`src/hdl/bscrc_pkg.sv`:
```
/*
  Constants and carrier types for the byte stream checksum unit.
  Assumes a 32-bit Avalon-MM slave port with byte word addressing.
*/
// What this block does
// - Select bit picks 0x1021 or 0x04C11DB7 polynomial.
// - Init strobe presets whole result register.
// - Init value bit picks zeros or ones.
// - Each input byte write folds into result.
// - Result is 32 or 16 bits wide.
// - Pointer picks window byte, increments per access.
// - 32-bit mode pointer maps bytes 0 to 3.
// - 16-bit mode pointer wraps over two bytes.
// - Window write replaces byte, read returns it.
// - Result holds until preset, overwrite or input.
// - Bit reverse port reads back mirrored byte.
// - Control bits 7 to 5 read zero.
// - 16-bit step MSB-first with 0x1021.
// - 32-bit step reflected with 0xEDB88320.
package bscrc_pkg;
  localparam logic [7:0]  OFS_CONTROL = 8'h84;
  localparam logic [7:0]  OFS_INPUT   = 8'h85;
  localparam logic [7:0]  OFS_WINDOW  = 8'h86;
  localparam logic [7:0]  OFS_FLIP    = 8'hdf;
  localparam int          BIT_SEL     = 4;
  localparam int          BIT_INIT    = 3;
  localparam int          BIT_VAL     = 2;
  localparam logic [15:0] POLY16      = 16'h1021;
  localparam logic [31:0] POLY32      = 32'h04c1_1db7;
  localparam logic [31:0] POLY32_REFL = 32'hedb8_8320;
  localparam logic [31:0] PRESET_ONES = 32'hffff_ffff;
  localparam logic [31:0] PRESET_ZERO = 32'h0000_0000;
  localparam logic [7:0]  RESET_BYTE  = 8'h00;
  localparam logic [31:0] READ_ZERO   = 32'h0000_0000;

  typedef struct packed {
    logic [31:0] result;
    logic        sel16;
    logic        val_ones;
    logic [1:0]  ptr;
    logic [7:0]  in_byte;
    logic [7:0]  flip;
    logic [7:0]  rdata;
    logic        rvalid;
  } bscrc_state_s;
endpackage : bscrc_pkg

```
`src/hdl/bscrc_top.sv`:
```
/*
  Byte stream checksum unit with an Avalon-MM register slave.
  Assumes one clock, synchronous active-low reset, and a master that holds
  the request until waitrequest is seen low.
*/
`timescale 1ns/1ps
module bscrc_top (
  input  wire logic        core_clk_i,
  input  wire logic        rst_b_i,
  input  wire logic        clk_en_i,
  input  wire logic [7:0]  avs_address_i,
  input  wire logic        avs_read_i,
  input  wire logic        avs_write_i,
  input  wire logic [31:0] avs_writedata_i,
  input  wire logic [3:0]  avs_byteenable_i,
  output logic      [31:0] avs_readdata_o,
  output logic             avs_waitrequest_o
);
  bscrc_pkg::bscrc_state_s s_q;
  bscrc_pkg::bscrc_state_s s_d;
  logic                    wr_lo;
  logic                    rd_acc;

  // Fold one byte; both polynomials are unrolled over eight shifts.
  function automatic logic [31:0] fold(input logic [31:0] cur,
                                       input logic [7:0] din,
                                       input logic sel16);
    logic [31:0] a;
    logic [15:0] b;
    a = cur ^ {24'h00_0000, din};
    b = cur[15:0] ^ {din, 8'h00};
    for (int i = 0; i < 8; i++) begin
      a = a[0] ? ((a >> 1) ^ bscrc_pkg::POLY32_REFL) : (a >> 1);
      b = b[15] ? ((b << 1) ^ bscrc_pkg::POLY16) : (b << 1);
    end
    // The upper half is cleared in 16-bit mode so the result is 16 bits.
    fold = sel16 ? {16'h0000, b} : a;
  endfunction : fold

  // Maps pointer to byte lane; 16-bit mode ignores the pointer's high bit.
  function automatic logic [1:0] lane(input logic [1:0] p,
                                      input logic sel16);
    lane = sel16 ? {1'b0, p[0]} : p;
  endfunction : lane

  function automatic logic [7:0] mirror(input logic [7:0] v);
    for (int i = 0; i < 8; i++) begin
      mirror[i] = v[7-i];
    end
  endfunction : mirror

  // A write completes in one cycle, so waitrequest never rises while
  // idle; the read answer is registered, costing one wait cycle on reads.
  // A frozen clock would drop a write, so any request waits while the
  // enable is low.
  assign rd_acc            = avs_read_i && !s_q.rvalid;
  assign avs_waitrequest_o = rd_acc
                             || ((avs_read_i || avs_write_i) && !clk_en_i);
  assign avs_readdata_o    = {24'h00_0000, s_q.rdata};
  assign wr_lo             = avs_write_i && avs_byteenable_i[0];

  always_comb begin
    s_d        = s_q;
    s_d.rvalid = 1'b0;
    if (rd_acc) begin
      s_d.rvalid = 1'b1;
      case (avs_address_i)
        bscrc_pkg::OFS_CONTROL: begin
          // Init strobe is write-only and upper bits read zero.
          s_d.rdata = {3'b000, s_q.sel16, 1'b0, s_q.val_ones, s_q.ptr};
        end
        bscrc_pkg::OFS_INPUT: begin
          s_d.rdata = s_q.in_byte;
        end
        bscrc_pkg::OFS_WINDOW: begin
          s_d.rdata = s_q.result[8*lane(s_q.ptr, s_q.sel16) +: 8];
          s_d.ptr   = s_q.ptr + 2'd1;
        end
        bscrc_pkg::OFS_FLIP: begin
          s_d.rdata = mirror(s_q.flip);
        end
        default: begin
          s_d.rdata = bscrc_pkg::RESET_BYTE;
        end
      endcase
    end else if (wr_lo) begin
      case (avs_address_i)
        bscrc_pkg::OFS_CONTROL: begin
          s_d.sel16    = avs_writedata_i[bscrc_pkg::BIT_SEL];
          s_d.val_ones = avs_writedata_i[bscrc_pkg::BIT_VAL];
          s_d.ptr      = avs_writedata_i[1:0];
          if (avs_writedata_i[bscrc_pkg::BIT_INIT]) begin
            // New value bit from the same write is used for the preset.
            s_d.result = avs_writedata_i[bscrc_pkg::BIT_VAL]
                         ? bscrc_pkg::PRESET_ONES
                         : bscrc_pkg::PRESET_ZERO;
          end
        end
        bscrc_pkg::OFS_INPUT: begin
          s_d.in_byte = avs_writedata_i[7:0];
          s_d.result  = fold(s_q.result, avs_writedata_i[7:0],
                             s_q.sel16);
        end
        bscrc_pkg::OFS_WINDOW: begin
          s_d.result[8*lane(s_q.ptr, s_q.sel16) +: 8] =
            avs_writedata_i[7:0];
          s_d.ptr = s_q.ptr + 2'd1;
        end
        bscrc_pkg::OFS_FLIP: begin
          s_d.flip = avs_writedata_i[7:0];
        end
        default: begin
          s_d.flip = s_q.flip;
        end
      endcase
    end
  end

  // Result only changes on reset and on the decoded writes above.
  always_ff @(posedge core_clk_i) begin
    if (!rst_b_i) begin
      s_q <= '0;
    end else if (clk_en_i) begin
      s_q <= s_d;
    end
  end

  property p_poly16;
    @(posedge core_clk_i) disable iff (!rst_b_i)
      clk_en_i && wr_lo && avs_address_i == bscrc_pkg::OFS_INPUT && s_q.sel16
      |=> s_q.result[31:16] == 16'h0000;
  endproperty
  a_poly16: assert property (p_poly16)
    else $error("16-bit high half set");

  property p_init;
    @(posedge core_clk_i) disable iff (!rst_b_i)
      clk_en_i && wr_lo && avs_address_i == bscrc_pkg::OFS_CONTROL
      && avs_writedata_i[bscrc_pkg::BIT_INIT]
      |=> s_q.result == (s_q.val_ones ? bscrc_pkg::PRESET_ONES
                                      : bscrc_pkg::PRESET_ZERO);
  endproperty
  a_init: assert property (p_init) else $error("preset value wrong");

  property p_ptr;
    @(posedge core_clk_i) disable iff (!rst_b_i)
      clk_en_i && (rd_acc || wr_lo) && avs_address_i == bscrc_pkg::OFS_WINDOW
      |=> s_q.ptr == $past(s_q.ptr) + 2'd1;
  endproperty
  a_ptr: assert property (p_ptr) else $error("pointer not advanced");

  property p_flip;
    @(posedge core_clk_i) disable iff (!rst_b_i)
      clk_en_i && rd_acc && avs_address_i == bscrc_pkg::OFS_FLIP
      |=> avs_readdata_o[0] == s_q.flip[7] && avs_readdata_o[7] == s_q.flip[0];
  endproperty
  a_flip: assert property (p_flip) else $error("flip order wrong");

  property p_ctl_zero;
    @(posedge core_clk_i) disable iff (!rst_b_i)
      s_q.rvalid |-> avs_readdata_o[31:8] == 24'h00_0000;
  endproperty
  a_ctl_zero: assert property (p_ctl_zero)
    else $error("upper bits set");

  property p_hold;
    @(posedge core_clk_i) disable iff (!rst_b_i)
      !wr_lo |=> s_q.result == $past(s_q.result);
  endproperty
  a_hold: assert property (p_hold) else $error("result changed");

  property p_read_one;
    @(posedge core_clk_i) disable iff (!rst_b_i)
      clk_en_i && avs_read_i && avs_waitrequest_o
      |=> !avs_waitrequest_o || !clk_en_i;
  endproperty
  a_read_one: assert property (p_read_one) else $error("read stall");

  property p_lane16;
    @(posedge core_clk_i) disable iff (!rst_b_i)
      clk_en_i && rd_acc && avs_address_i == bscrc_pkg::OFS_WINDOW
      && s_q.sel16 && s_q.ptr == 2'd2 |=> avs_readdata_o[7:0]
      == $past(s_q.result[7:0]);
  endproperty
  a_lane16: assert property (p_lane16)
    else $error("16-bit lane wrong");

  // Register-level checks; all but the two waitrequest checks look one edge
  // after the access that they watch, when the registered state has settled.
  property p_wr_nowait;
    @(posedge core_clk_i) disable iff (!rst_b_i)
      clk_en_i && avs_write_i |-> !avs_waitrequest_o;
  endproperty
  a_wr_nowait: assert property (p_wr_nowait)
    else $error("write stalled");

  property p_stall;
    @(posedge core_clk_i) disable iff (!rst_b_i)
      !clk_en_i && (avs_read_i || avs_write_i) |-> avs_waitrequest_o;
  endproperty
  a_stall: assert property (p_stall)
    else $error("request not held off");

  property p_freeze;
    @(posedge core_clk_i) disable iff (!rst_b_i)
      !clk_en_i |=> s_q == $past(s_q);
  endproperty
  a_freeze: assert property (p_freeze)
    else $error("state moved while disabled");

  property p_in_echo;
    @(posedge core_clk_i) disable iff (!rst_b_i)
      clk_en_i && wr_lo && avs_address_i == bscrc_pkg::OFS_INPUT
      |=> s_q.in_byte == $past(avs_writedata_i[7:0]);
  endproperty
  a_in_echo: assert property (p_in_echo)
    else $error("input byte not kept");

  property p_sel;
    @(posedge core_clk_i) disable iff (!rst_b_i)
      clk_en_i && wr_lo && avs_address_i == bscrc_pkg::OFS_CONTROL
      |=> s_q.sel16 == $past(avs_writedata_i[bscrc_pkg::BIT_SEL]);
  endproperty
  a_sel: assert property (p_sel)
    else $error("select bit not loaded");

  property p_val;
    @(posedge core_clk_i) disable iff (!rst_b_i)
      clk_en_i && wr_lo && avs_address_i == bscrc_pkg::OFS_CONTROL
      |=> s_q.val_ones == $past(avs_writedata_i[bscrc_pkg::BIT_VAL]);
  endproperty
  a_val: assert property (p_val)
    else $error("value bit not loaded");

  property p_no_init;
    @(posedge core_clk_i) disable iff (!rst_b_i)
      clk_en_i && wr_lo && avs_address_i == bscrc_pkg::OFS_CONTROL
      && !avs_writedata_i[bscrc_pkg::BIT_INIT]
      |=> s_q.result == $past(s_q.result);
  endproperty
  a_no_init: assert property (p_no_init)
    else $error("result changed without strobe");

  property p_win_wr0;
    @(posedge core_clk_i) disable iff (!rst_b_i)
      clk_en_i && wr_lo && avs_address_i == bscrc_pkg::OFS_WINDOW
      && s_q.ptr == 2'd0
      |=> s_q.result[7:0] == $past(avs_writedata_i[7:0]);
  endproperty
  a_win_wr0: assert property (p_win_wr0)
    else $error("window write lost");

  property p_lane32;
    @(posedge core_clk_i) disable iff (!rst_b_i)
      clk_en_i && rd_acc && avs_address_i == bscrc_pkg::OFS_WINDOW
      && !s_q.sel16 && s_q.ptr == 2'd3
      |=> avs_readdata_o[7:0] == $past(s_q.result[31:24]);
  endproperty
  a_lane32: assert property (p_lane32)
    else $error("32-bit lane wrong");

  property p_ctl_read;
    @(posedge core_clk_i) disable iff (!rst_b_i)
      clk_en_i && rd_acc && avs_address_i == bscrc_pkg::OFS_CONTROL
      |=> avs_readdata_o[7:5] == 3'b000 && !avs_readdata_o[3];
  endproperty
  a_ctl_read: assert property (p_ctl_read)
    else $error("control read shows unused bits");

  property p_flip_wr;
    @(posedge core_clk_i) disable iff (!rst_b_i)
      clk_en_i && wr_lo && avs_address_i == bscrc_pkg::OFS_FLIP
      |=> s_q.flip == $past(avs_writedata_i[7:0]);
  endproperty
  a_flip_wr: assert property (p_flip_wr)
    else $error("flip byte not stored");

  property p_reset;
    @(posedge core_clk_i)
      !rst_b_i |=> s_q == '0;
  endproperty
  a_reset: assert property (p_reset)
    else $error("state not cleared by reset");

  property p_ptr_hold;
    @(posedge core_clk_i) disable iff (!rst_b_i)
      clk_en_i && !rd_acc && !wr_lo |=> s_q.ptr == $past(s_q.ptr);
  endproperty
  a_ptr_hold: assert property (p_ptr_hold)
    else $error("pointer moved while idle");

  property p_rvalid_one;
    @(posedge core_clk_i) disable iff (!rst_b_i)
      clk_en_i && s_q.rvalid |=> !s_q.rvalid;
  endproperty
  a_rvalid_one: assert property (p_rvalid_one)
    else $error("read answer stood too long");

  property p_unmapped;
    @(posedge core_clk_i) disable iff (!rst_b_i)
      clk_en_i && wr_lo && avs_address_i != bscrc_pkg::OFS_CONTROL
      && avs_address_i != bscrc_pkg::OFS_INPUT
      && avs_address_i != bscrc_pkg::OFS_WINDOW
      && avs_address_i != bscrc_pkg::OFS_FLIP
      |=> s_q == $past(s_q);
  endproperty
  a_unmapped: assert property (p_unmapped)
    else $error("unmapped write changed state");

  c_stall: cover property (@(posedge core_clk_i)
    !clk_en_i && avs_write_i);
  c_win_wr: cover property (@(posedge core_clk_i)
    wr_lo && avs_address_i == bscrc_pkg::OFS_WINDOW);
  c_fold: cover property (@(posedge core_clk_i)
    wr_lo && avs_address_i == bscrc_pkg::OFS_INPUT);
  c_win: cover property (@(posedge core_clk_i)
    rd_acc && avs_address_i == bscrc_pkg::OFS_WINDOW);
  c_flip: cover property (@(posedge core_clk_i)
    rd_acc && avs_address_i == bscrc_pkg::OFS_FLIP);
endmodule : bscrc_top

```
`config.mk`:
```
export PLATFORM = sky130hd
export DESIGN_NAME = bscrc_top
export DESIGN_NICKNAME = d
export VERILOG_FILES = /design/src/hdl/bscrc_pkg.sv /design/src/hdl/bscrc_top.sv
export SDC_FILE = /design/constraint.sdc
export NUM_CORES = 1
export LEC_CHECK = 0
export BUFFER_PORTS_ARGS = -buffer_cell sky130_fd_sc_hd__buf_2
export CAP_MARGIN = 20
export CORE_MARGIN = 4
export CORE_UTILIZATION = 53
export CTS_CLUSTER_SIZE = 10
export DETAILED_ROUTE_END_ITERATION = 8
export PLACE_DENSITY_LB_ADDON = 0.05
export SYNTH_ARGS = -nofsm -noshare
export SYNTH_HDL_FRONTEND = slang
export SYNTH_SLANG_ARGS = --single-unit
```
`constraint.sdc`:
```
create_clock -name core_clk_i -period 2.77 [get_ports core_clk_i]
set_input_delay 0.1385 -clock core_clk_i [delete_from_list [all_inputs] [get_ports core_clk_i]]
set_output_delay 0.1385 -clock core_clk_i [all_outputs]
set_load 0.05 [all_outputs]
```
# Word-level counts from Yosys, hierarchy flattened
# Index checks and enable logic that the tools add are counted.
totals:
  out_inout_bits: 33
  ff_bits: 61
  in_bits: 49
classes:
  n_bitwise: 19
  eq_ne: 6
  n_reduce_logical: 16
  addsub: 2
  mux: 30
  n_shift: 3
ops:
  columns: ["cell", "count"]
  rows:
  - ["$mux W32", 11]
  - ["$not A13 Y14", 8]
  - ["$mux W13", 8]
  - ["$pmux W32 S3", 1]
  - ["$neg A5 Y34", 1]
  - ["$shift A8 B34 Y32 const A", 1]
  - ["$shiftx A8 B34 Y32", 1]
  - ["$bwmux W32", 1]
  - ["$eq A8 B8 Y1 const B", 4]
  - ["$pmux W8 S4", 1]
  - ["$shiftx A32 B6 Y8", 1]
  - ["$xor A32 B8 Y32", 1]
  - ["$not A3 Y3", 8]
  - ["$mux W18", 1]
  - ["$mux W8", 2]
  - ["$reduce_and A4 Y1", 4]
  - ["$xor A16 B16 Y16", 1]
  - ["$mux W2", 3]
  - ["$reduce_and A5 Y1", 1]
  - ["$pmux W2 S2", 1]
  - ["$reduce_bool A2 Y1", 2]
  - ["$logic_and A1 B1 Y1", 3]
  - ["$reduce_bool A3 Y1", 1]
  - ["$add A2 B1 Y2 const B", 1]
  - ["7 further kinds", 9]

# Logic depth before layout (Yosys ltp)
depth:
  ltp_word: 19
  depth_mapped: 11

# Least setup slack after synthesis
# No wires, ideal clock.
synth_timing:
  kind: "reg2reg"
  startpoint: "register s_q[28] (netlist bit)"
  endpoint: "register s_q[53] (netlist bit)"
  required_ns: 2.648
  setup_ns: 0.122
  arrival_time_ns: 2.461
  path_stages_with_launch: 12
  period_less_slack_ns: 2.583
  path_slack_ns: 0.187
  cell_sequence: "dfxtp_1 clkbuf_1 nor2b_1 clkbuf_1 inv_1 ha_1 nor2_1 and3_1 buf_1 a221o_1 a221oi_1 nor2_1"
synth_between:
  elab_chain_len: 5
synth_lines:
  columns: ["item", "line_no", "text"]
  rows:
  - ["start, declared", "bscrc_top.sv:19", "bscrc_pkg::bscrc_state_s s_q;"]
  - ["start signal, assigned", "bscrc_top.sv:122", "s_q <= '0;"]
  - ["start signal, assigned", "bscrc_top.sv:124", "s_q <= s_d;"]
  - ["$mux W2", "bscrc_top.sv:43", "lane = sel16 ? {1'b0, p[0]} : p;"]
  - ["$neg A5 Y34", "bscrc_top.sv:105", "s_d.result[8*lane(s_q.ptr, s_q.sel16) +: 8] ="]
  - ["$shiftx A8 B34 Y32 / $shift A8 B34 Y32 (equally long branches)", "bscrc_top.sv:105", null]
  - ["$bwmux W32", "bscrc_top.sv:105", null]
  - ["$pmux W32 S3 *", "bscrc_top.sv:87", "case (avs_address_i)"]
# Every way passes the cells marked *; elsewhere a longest branch is shown, timed or not.
# A chain may end at the register's enable or synchronous reset.

# Worst setup path in the final report
layout_timing:
  startpoint: "register s_q[26] (netlist bit)"
  endpoint: "register s_q[59] (netlist bit)"
layout_between:
  elab_chain_len: 5
layout_lines:
  columns: ["item", "line_no"]
  rows:
  - ["$mux W2 *", "bscrc_top.sv:43"]
  - ["$neg A5 Y34 *", "bscrc_top.sv:105"]
  - ["$shiftx A8 B34 Y32 / $shift A8 B34 Y32 (equally long branches)", "bscrc_top.sv:105"]
  - ["$bwmux W32 *", "bscrc_top.sv:105"]
  - ["$pmux W32 S3 *", "bscrc_top.sv:87"]
# Marks and branches as above.

==> results.json <==
{
  "port_buffers": 30,
  "cts_made_buffers": 9,
  "dp_hpwl_mm": 11.1,
  "mostFrequentLayoutCell": "nand2_1",
  "final_core_util": 0.575,
  "min-delay-start": "clk_en_i",
  "drc": 0,
  "cp-end-kind": "register",
  "finalInstanceArea_um2": 5650,
  "clock_path_buffers": 2,
  "max_clock_freq_mhz": 435,
  "dr.pass1.iters": 5,
  "dp_cells": 717,
  "ctsResizeCount": 0,
  "core_um2": 9820,
  "clk_pin_slew_worst_paths_ns": 0.08,
  "synthFlopType": "dfxtp_1",
  "slew_violations": 0,
  "crit_type": "reg2reg",
  "cts-root-buf": "clkbuf_8",
  "yosysTopAreaCellShare": 0.227,
  "cp_max_fo": 8,
  "tns_ns": 0,
  "antenna_found_initial": 0,
  "grtUsageTotal": 0.275,
  "initial_core_util": 0.548,
  "timing.hold.ws_ns": 0.144,
  "grt_max_degree": 37,
  "clock-sinks": 61,
  "antennaDiodeCount": 0,
  "final_nets": 649,
  "fp.dieW_um": 109,
  "rsz0062_at_grt": "false",
  "syn2layout_area_growth_pct": 5.00,
  "dieHeight_um": 109,
  "async_reset_ff_frac": 0,
  "drive_gt1_frac": 0.163,
  "synth.distinct_cells": 71,
  "dieArea_um2": 11800,
  "reg2reg_from": "s_q[26]",
  "fp-row-count": 36,
  "netlist_area_um2": 5380,
  "synth_edf_count": 0,
  "relSlewSlack": 0.486,
  "first_iter_violations": 561,
  "crit_start": "s_q[26]",
  "finalHoldViolCount": 0,
  "tightest_slew_ns": 0.765,
  "vias": 4640,
  "cts_tree": "yes",
  "wl_per_cell_um": 21.7,
  "yosys-top-cells-area": "dfxtp_1, xnor3_1, buf_4, xnor2_1, xnor2_4",
  "first_global_vias": 4377,
  "grt_overflow_total": 0,
  "insertion_delay_ns": 0.35,
  "hp-class": "in2reg",
  "arrival_ns": 2.53,
  "dpl_cell_area_um2": 5470,
  "drtAntennaViolNets": 0,
  "seq_area_frac_synth": 0.227,
  "drt-total-wl_mm": 15.9,
  "post_cts.repair.setup_buffers": 0,
  "avgViaCountPerCell": 6.33,
  "cts_max_level": 3,
  "cp-start-kind": "register",
  "wl_met2_mm": 7.09,
  "routed.top_layer": "met4",
  "synth-seq-cells": 61,
  "finalSetupViolCount": 0,
  "avgSynthCellArea_um2": 9.10,
  "required_ns": 3.00,
  "io_pins": 82,
  "grt_pass1_wl_mm": 24.7,
  "yosys.area.top_type": "dfxtp_1",
  "period_share": 0.829,
  "max_cap_violations": 0,
  "cellLeakagePower_nw": 2.19,
  "synth_cells": 591,
  "power_density_nw_per_um2": 394,
  "wl_met3_mm": 1.38,
  "final_cell_mix": "nand2_1, dfxtp_1, o21ai_0",
  "place_congestion": 0.902,
  "ir_drop_mv": 0.234,
  "final_cells": 733,
  "period_minus_slack_ns": 2.30,
  "wl_met1_mm": 7.06,
  "skew_ns": 0.00869,
  "hold_buffers": 0,
  "synth_warnings": 0,
  "status": "finished clean"
}
where the power goes:
group / switching [mW] / internal, mW / total (mW)
combinational: 0.348 / 0.243 / 0.591
clock: 0.417 / 0.327 / 0.744
sequential: 0.00503 / 0.885 / 0.890
total: 0.769 / 1.46 / 2.22
flip-flops by register name (all words and copies together) (netlist names):
| signal | flops |
|---|---|
| avs_readdata_o | 8 |
| s_q | 53 |
through the flow:
step	power (mW)	setup slack (ns)
after floorplan	1.42	0.187
after CTS	2.23	0.493
after global routing	2.31	0.295
after detailed placement	1.49	0.511
after global placement	1.49	0.541
final	2.22	0.473
Yosys cell counts (5+ instances only):
master,n
mux2i_1,11
ha_1,5
a21oi_1,31
dfxtp_1,61
mux4_2,7
buf_4,38
xnor2_1,31
o21ai_0,41
xnor2_2,5
nor2_1,26
a221oi_1,19
buf_2,6
nand2b_1,9
nor3_1,13
and2_1,7
xnor2_4,9
clkbuf_1,30
inv_1,7
nand2_1,63
a31oi_1,14
xnor3_1,21
nand3_1,5
nor2b_1,13
a221o_1,15
xor2_1,16
a21boi_1,14
o221ai_1,5
cells by family after synthesis:
| logic type | Yosys count | share of synthesized area |
|---|---|---|
| AO/OA/AOI/OAI | 171 | 0.221 |
| AND/OR/NAND/NOR | 159 | 0.145 |
| XOR/XNOR | 87 | 0.246 |
| buffers and inverters | 87 | 0.0914 |
| flip-flops | 61 | 0.227 |
| multiplexers | 20 | 0.0568 |
| adder cells (fa/ha/maj) | 5 | 0.0116 |
| other | 1 | 0.000697 |
worst max-delay path, cell delays in order (launching register included):
cell	delay [ns]
dfxtp_1	0.37
nor2b_1	0.19
inv_1	0.09
ha_1	0.43
nor2_1	0.11
and3_1	0.30
a221o_1	0.33
a221oi_1	0.29
nor2_1	0.07
area by class of cell:
| cell class | instances | area, um2 |
|---|---|---|
| clock buffer | 9 | 124 |
| clock inverter | 7 | 51.3 |
| fill | 962 | 4170 |
| inverter | 7 | 26.3 |
| multi-input combinational | 466 | 3760 |
| sequential | 61 | 1220 |
| tap | 133 | 166 |
| timing repair buffer | 50 | 300 |
routing by layer:
metal	up-vias	GRT usage
li1	2096	-
met1	2257	0.394
met2	250	0.418
met3	37	0.0503
met4	0	0.0938
met5	-	0
worst paths after layout:
| check | to | slack (ns) | depth (start not counted) |
|---|---|---|---|
| worst min-delay path | s_q[0] | 0.14 | 3 |
| worst max register to register | s_q[59] | 0.47 | 8 |
| worst min register to register | s_q[17] | 0.46 | 2 |
| worst max-delay path | s_q[59] | 0.47 | 8 |
Note: power is estimated with default switching activity, not from simulation.
